## src/hw/adcseq_consts.vh

```
/*
 constants for the converter acquire/convert sequencer:
 field positions, trigger codes, conversion length.
 assumes inclusion by bare name from hw/adcseq.v.
*/
`ifndef ADCSEQ_CONSTS_VH
`define ADCSEQ_CONSTS_VH

// ==========================================================
// trigger source codes
`define ADCSEQ_TRIG_SW 3'h0
`define ADCSEQ_TRIG_CLK 3'h7

// ==========================================================
// field widths and bit positions
`define ADCSEQ_DONE_BIT 0
`define ADCSEQ_IRQ_BIT 1
`define ADCSEQ_PRE_W 8
`define ADCSEQ_CNT_W 5

// ==========================================================
// conversion length in conversion clock periods
`define ADCSEQ_CONV_TADS 4'hc
`define ADCSEQ_CONV_LAST 4'hb

`endif

```

## src/hw/adcseq.v

```verilog
/*
 acquire / convert sequencer for a successive approximation converter.
 assumes software drives the control bits as plain synchronous ports
 (one-cycle write strobes); the analog core takes conv_busy and
 acquiring as its steering levels. one clock, ref_clk.
*/
// Contract
// - done flag, bit 0 of control one, sets when a conversion finishes
// - with auto acquire off, done stays set until software clears it
// - with auto acquire on, done clears as the next acquisition begins; on re-entry the code clears it one cycle later
// - interrupt flag, bit 1 of status one, latches on every completion
// - trigger select 000: clearing acquire control starts conversion
// - software trigger: setting acquire control acquires, clearing converts
// - auto acquire starts acquisition and re-enters it after each conversion
// - in auto acquire hardware sets acquire control at acquisition start
// - any trigger event ends acquisition and starts conversion at once
// - trigger select 111: count acquire_tad_count periods, then convert
// - each conversion lasts twelve conversion clock periods
// - conversion clock period is two times (prescale plus one) clocks
`default_nettype none
`include "adcseq_consts.vh"

module adcseq
(
  input wire ref_clk,
  input wire rst_n,
  input wire clk_en,
  input wire module_on,
  input wire [2:0] trigger_source_select,
  input wire [`ADCSEQ_CNT_W-1:0] acquire_tad_count,
  input wire [`ADCSEQ_PRE_W-1:0] clock_prescale_select,
  input wire auto_acquire,
  input wire acquire_set,
  input wire acquire_clr,
  input wire done_clr,
  input wire irq_flag_clr,
  input wire ext_trigger,
  output reg acquire_control,
  output reg conv_done,
  output reg converter_irq_flag,
  output reg acquiring,
  output reg conv_busy,
  output reg result_commit
);

  // ========================================================
  // state machine
  localparam ST_IDLE = 2'h0;
  localparam ST_ACQ = 2'h1;
  localparam ST_CONV = 2'h2;

  reg [1:0] state_r;
  reg [1:0] state_nxt;
  reg [`ADCSEQ_PRE_W:0] pre_cnt_r;
  reg [3:0] bit_cnt_r;
  reg [`ADCSEQ_CNT_W-1:0] acq_cnt_r;
  reg tad_tick;
  reg trig;
  reg acq_start;
  reg conv_end;
  reg tad_run;
  reg acq_first_r;

  // ========================================================
  // conversion clock: one tick every 2*(prescale+1) clocks
  always @*
  begin
    tad_run = (state_r != ST_IDLE);
    tad_tick = tad_run &&
      (pre_cnt_r == {clock_prescale_select, 1'b1});
    conv_end = (state_r == ST_CONV) && tad_tick &&
      (bit_cnt_r == `ADCSEQ_CONV_LAST);
    // any trigger source ends acquisition at once
    case (trigger_source_select)
      `ADCSEQ_TRIG_SW: trig = acquire_clr;
      `ADCSEQ_TRIG_CLK: trig = tad_tick &&
        (acq_cnt_r + 5'h1 >= acquire_tad_count);
      default: trig = ext_trigger;
    endcase
    acq_start = 1'b0;
    state_nxt = state_r;
    case (state_r)
      ST_IDLE:
      begin
        if (acquire_set || auto_acquire)
        begin
          state_nxt = ST_ACQ;
          acq_start = 1'b1;
        end
      end
      ST_ACQ:
      begin
        if (trig)
          state_nxt = ST_CONV;
      end
      ST_CONV:
      begin
        if (conv_end)
        begin
          // auto mode goes straight back to acquiring
          if (auto_acquire)
          begin
            state_nxt = ST_ACQ;
            acq_start = 1'b1;
          end
          else
            state_nxt = ST_IDLE;
        end
      end
      default: state_nxt = ST_IDLE;
    endcase
    // power-off aborts without committing a result
    if (!module_on)
    begin
      state_nxt = ST_IDLE;
      acq_start = 1'b0;
    end
  end

  // ========================================================
  // phase register and steering levels
  always @(posedge ref_clk or negedge rst_n)
  begin
    if (!rst_n)
    begin
      state_r <= ST_IDLE;
      acquiring <= 1'b0;
      conv_busy <= 1'b0;
      acq_first_r <= 1'b0;
    end
    else if (clk_en)
    begin
      state_r <= state_nxt;
      acquiring <= (state_nxt == ST_ACQ);
      conv_busy <= (state_nxt == ST_CONV);
      // auto re-entry shares its edge with the done set
      acq_first_r <= acq_start;
    end
  end

  // ========================================================
  // conversion clock divider
  always @(posedge ref_clk or negedge rst_n)
  begin
    if (!rst_n)
      pre_cnt_r <= 9'h000;
    else if (clk_en)
    begin
      // restart on every phase change for whole periods
      if (!tad_run || tad_tick || state_nxt != state_r || acq_start)
        pre_cnt_r <= 9'h000;
      else
        pre_cnt_r <= pre_cnt_r + 9'h001;
    end
  end

  // ========================================================
  // conversion and acquisition period counters
  always @(posedge ref_clk or negedge rst_n)
  begin
    if (!rst_n)
    begin
      bit_cnt_r <= 4'h0;
      acq_cnt_r <= 5'h00;
    end
    else if (clk_en)
    begin
      if (state_r != ST_CONV)
        bit_cnt_r <= 4'h0;
      else if (tad_tick)
        bit_cnt_r <= bit_cnt_r + 4'h1;
      if (acq_start || state_r != ST_ACQ)
        acq_cnt_r <= 5'h00;
      else if (tad_tick)
        acq_cnt_r <= acq_cnt_r + 5'h01;
    end
  end

  // ========================================================
  // acquire control
  always @(posedge ref_clk or negedge rst_n)
  begin
    if (!rst_n)
      acquire_control <= 1'b0;
    else if (clk_en)
    begin
      // mirrors the acquire phase
      if (acq_start)
        acquire_control <= 1'b1;
      else if (state_nxt != ST_ACQ)
        acquire_control <= 1'b0;
    end
  end

  // ========================================================
  // completion strobe and flags
  always @(posedge ref_clk or negedge rst_n)
  begin
    if (!rst_n)
    begin
      conv_done <= 1'b0;
      converter_irq_flag <= 1'b0;
      result_commit <= 1'b0;
    end
    else if (clk_en)
    begin
      result_commit <= conv_end && module_on;
      // set wins; on re-entry the clear lands one cycle late
      if (conv_end && module_on)
        conv_done <= 1'b1;
      else if ((acq_start || acq_first_r) && auto_acquire)
        conv_done <= 1'b0;
      else if (done_clr)
        conv_done <= 1'b0;
      if (conv_end && module_on)
        converter_irq_flag <= 1'b1;
      else if (irq_flag_clr)
        converter_irq_flag <= 1'b0;
    end
  end

endmodule // adcseq
`default_nettype wire

```

## config.mk

```make
export PLATFORM = sky130hd
export DESIGN_NAME = adcseq
export DESIGN_NICKNAME = d
export VERILOG_FILES = /design/src/hw/adcseq.v
export VERILOG_INCLUDE_DIRS = /design/src /design/src/hw
export SDC_FILE = /design/constraint.sdc
export NUM_CORES = 1
export LEC_CHECK = 0
export CAP_MARGIN = 20
export CORE_ASPECT_RATIO = 1.4
export CORE_UTILIZATION = 46
export DETAILED_ROUTE_END_ITERATION = 12
export DONT_BUFFER_PORTS = 1
export GPL_TIMING_DRIVEN = 0
export HOLD_SLACK_MARGIN = 0.06
export SLEW_MARGIN = 10
export SYNTH_ARGS = -nofsm -noshare
export SYNTH_HDL_FRONTEND = slang
export SYNTH_SLANG_ARGS = --single-unit
```

## constraint.sdc

```tcl
create_clock -name ref_clk -period 3.75 [get_ports ref_clk]
set_clock_uncertainty 0.1 [all_clocks]
set_input_delay 0.75 -clock ref_clk [delete_from_list [all_inputs] [get_ports ref_clk]]
set_output_delay 0.75 -clock ref_clk [all_outputs]
set_load 0.05 [all_outputs]
```

==> load_flow_metrics.sql <==
INSERT INTO impl_metrics (metric_group, metric, value, unit) VALUES
('run_status', 'run_status', 'finished clean', ''),
('timing', 'period_share', '64.26', '%'),
('layout', 'layout.cells.most_common_list', 'sky130_fd_sc_hd__dfrtp_1 (27), sky130_fd_sc_hd__nor2_1 (13), sky130_fd_sc_hd__nand2_1 (11)', ''),
('yosys', 'synthDistinctLibCells', '51', ''),
('critical_path', 'critical_path.most_common_cell', 'sky130_fd_sc_hd__ha_1', ''),
('placed_design', 'place.port_buffers', '0', ''),
('drt', 'wl_per_instance', '17.50', 'um'),
('pwr', 'p_leak', '0.8806', 'nW'),
('pwr', 'cell_internal_pwr', '427.8', 'uW'),
('yosys', 'post-synth-top-area-cell', 'sky130_fd_sc_hd__dfrtp_1', ''),
('yosys', 'synth-edff-count', '0', ''),
('drt', 'detail_route.drc_violations', '0', ''),
('floorplanning', 'floorplan.rows', '26', ''),
('critical_path', 'cp.required', '3.84', 'ns'),
('job', 'drv_cap', '0', ''),
('layout', 'final_layout_size_suffix_gt1_share', '14.74', '%'),
('yosys', 'postSynthRegisterBits', '27', ''),
('global_routing', 'grt_first_pass_wirelength', '6582', 'um'),
('layout', 'fillers', '364', ''),
('critical_path', 'critPathCaptureType', 'flip-flop', ''),
('pwr', 'power.combinational.fraction', '17.6', '%'),
('drt', 'routed_wirelength', '4059', 'um'),
('pwr', 'vdd.ir_drop.worst', '0.0001600', 'V'),
('drt', 'num_vias', '1433', ''),
('yosys', 'yosysWarningCount', '0', ''),
('timing', 'timing.final.max_slew_violations', '0', ''),
('timing', 'fin_setup_tns', '0', 'ns'),
('yosys', 'netlist_top_cells_area', 'sky130_fd_sc_hd__dfrtp_1 (37%), sky130_fd_sc_hd__ha_1 (5.5%), sky130_fd_sc_hd__xor2_1 (3.9%)', ''),
('pwr', 'share_seq_of_total_power', '54.2', '%'),
('pwr', 'clock_power_share', '28.2', '%'),
('yosys', 'syn_avg_cell_area', '9.780', 'um^2'),
('clock_tree', 'tritoncts', 'done', ''),
('clock_tree', 'cts_buf_count', '3', ''),
('floorplanning', 'io-pin-count', '32', ''),
('drt', 'vias_per_cell', '6.177', ''),
('floorplanning', 'placeableCoreArea', '3709', 'um^2'),
('worst_hold_path', 'worst_hold_check_path_type', 'in -> async', ''),
('timing', 'worst_pin_slew', '0.5474', 'ns'),
('global_routing', 'initial_antenna_violation_count', '0', ''),
('floorplanning', 'die_area', '4192', 'um^2'),
('critical_path', 'worst-path-max-fanout', '4', ''),
('yosys', 'mappedNetlistArea', '1809', 'um^2'),
('yosys', 'synth_top_area_share', '37.34', '%'),
('layout', 'final_nets', '225', ''),
('critical_path', 'cp_slowest_cell', 'sky130_fd_sc_hd__o21ai_0', ''),
('yosys', 'synthesis.instances', '185', ''),
('clock_tree', 'cts.htree.levels', '1', ''),
('critical_path', 'r2r_start', 'acq_cnt_r[0]', ''),
('placed_design', 'gpl.final_weighted_congestion', '0.8077', ''),
('global_routing', 'via_count_of_the_first_global_routing_pass', '1477', ''),
('layout', 'layout-area-overhead-vs-synth', '6.708', '%'),
('floorplanning', 'floorplan.initialDensity', '48.79', '%'),
('pwr', 'power_density', '328.1', 'nW/um^2'),
('drt', 'drt_first_iter_violations', '33', ''),
('clock_tree', 'cts_resized', '0', ''),
('pwr', 'power_switching_share', '32.48', '%'),
('global_routing', 'total_gr_overflow', '0', ''),
('timing', 'grt_setup_unrepaired', 'false', ''),
('timing', 'final_period_minus_worst_setup_slack', '2.410', 'ns'),
('clock_tree', 'cts.sink_count', '27', ''),
('critical_path', 'critPathKind', 'reg -> reg', ''),
('timing', 'timing.final.setup_violations', '0', ''),
('drt', 'antenna_left', '0', ''),
('global_routing', 'grt_start_max_net_pins', '28', ''),
('critical_path', 'timing.critical_path.arrival', '2.50', 'ns'),
('clock_tree', 'cts-root-to-sink-buffers', '2', ''),
('yosys', 'dominantRegCellSynth', 'sky130_fd_sc_hd__dfrtp_1', ''),
('drt', 'drt_first_pass_iters', '4', ''),
('critical_path', 'crit_path_max_incr_delay', '0.44', 'ns'),
('placed_design', 'dp_hpwl', '3078', 'um'),
('floorplanning', 'chipHeight', '76.21', 'um');
## kinds of logic after synthesis
kind of cell | Yosys count | synth area share [%]
xor+xnor | 16 | 8.161
compound gates | 48 | 22.34
fa+ha+maj | 8 | 5.533
flops | 27 | 37.34
mux | 4 | 2.351
buf+inv | 16 | 4.703
simple gates | 66 | 19.57
## registers in the layout (all words and copies together) (netlist names)
name and flops:
state_r 2, conv_busy 1, acq_first_r 1, result_commit 1, acq_cnt_r 5, converter_irq_flag 1
acquiring 1, bit_cnt_r 4, pre_cnt_r 9, conv_done 1, acquire_control 1
## per-layer routing
| layer | up-vias | wire, um | GRT usage [%] |
|---|---|---|---|
| li1 | 688 | - | - |
| met1 | 694 | 1629 | 24.91 |
| met2 | 44 | 2181 | 36.87 |
| met3 | 7 | 176 | 3.393 |
| met4 | 0 | 72 | 7.750 |
| met5 | - | 0 | 0 |
## power groups by stage
stage / clock network [mW] / registers, mW / logic (mW)
after detailed placement: 0 / 0.349 / 0.103
after global routing: 0.199 / 0.346 / 0.124
after CTS: 0.182 / 0.343 / 0.113
final: 0.179 / 0.343 / 0.111
after global placement: 0 / 0.349 / 0.0994
after floorplan: 0 / 0.342 / 0.0854
## stage by stage
step	worst slack (ns)	area, um^2	utilization (%)	hold slack, ns	cells
floorplan	1.607	1809	-	0.3544	185
global placement	1.380	1862	50.20	0.3550	227
detailed placement	1.354	1862	50.20	0.3551	227
CTS	1.339	1931	52.06	0.1759	232
global route	1.210	1931	52.06	0.1625	232
finish	1.340	1931	52.06	0.1707	232
## cell type report
cell class                      count  area, um^2  share of cell area [%]
Multi-Input combinational cell    142        1049                   54.31
Clock buffer                        3       41.29                   2.139
Timing Repair Buffer                1       20.02                   1.037
Clock inverter                      1       7.507                  0.3889
Inverter                            8       30.03                   1.555
Sequential cell                    27       675.6                   35.00
Buffer                              8       55.05                   2.852
Tap cell                           42       52.55                   2.722
## worst max-delay path: cells and delay by family (launching register included)
kind	cells	cell delay, ns
AND/OR/NAND/NOR	1	0.20
AO/OA/AOI/OAI	4	0.87
XOR/XNOR	1	0.16
adder cells (fa/ha/maj)	2	0.56
flip-flops	1	0.43
## synthesized netlist by cell type (6+ instances only)
| master | instances |
|---|---|
| sky130_fd_sc_hd__and3_1 | 9 |
| sky130_fd_sc_hd__xor2_1 | 8 |
| sky130_fd_sc_hd__inv_1 | 8 |
| sky130_fd_sc_hd__nand3_1 | 8 |
| sky130_fd_sc_hd__ha_1 | 8 |
| sky130_fd_sc_hd__nor3_1 | 6 |
| sky130_fd_sc_hd__nand2_1 | 11 |
| sky130_fd_sc_hd__dfrtp_1 | 27 |
| sky130_fd_sc_hd__nor2_1 | 13 |
| sky130_fd_sc_hd__xnor2_1 | 7 |
## worst paths after layout
check	to	cells past startpoint	slack (ns)
setup / recovery	acquiring	8	1.34
hold / removal	pre_cnt_r[3]	1	0.17
setup reg to reg	acquiring	8	1.34
hold reg to reg	acq_cnt_r[4]	1	0.44
max in group asynchronous	pre_cnt_r[1]	1	3.22
min in group ref_clk	acq_cnt_r[4]	1	0.44
## repair_timing
| item | in CTS | in global routing |
|---|---|---|
| hold buffers | 1 | 0 |
| buffers inserted | 0 | 0 |
| endpoints found under the setup margin | 0 | 0 |
| endpoints found under the hold margin | 27 | 0 |
(Power assumes the default switching activity.)
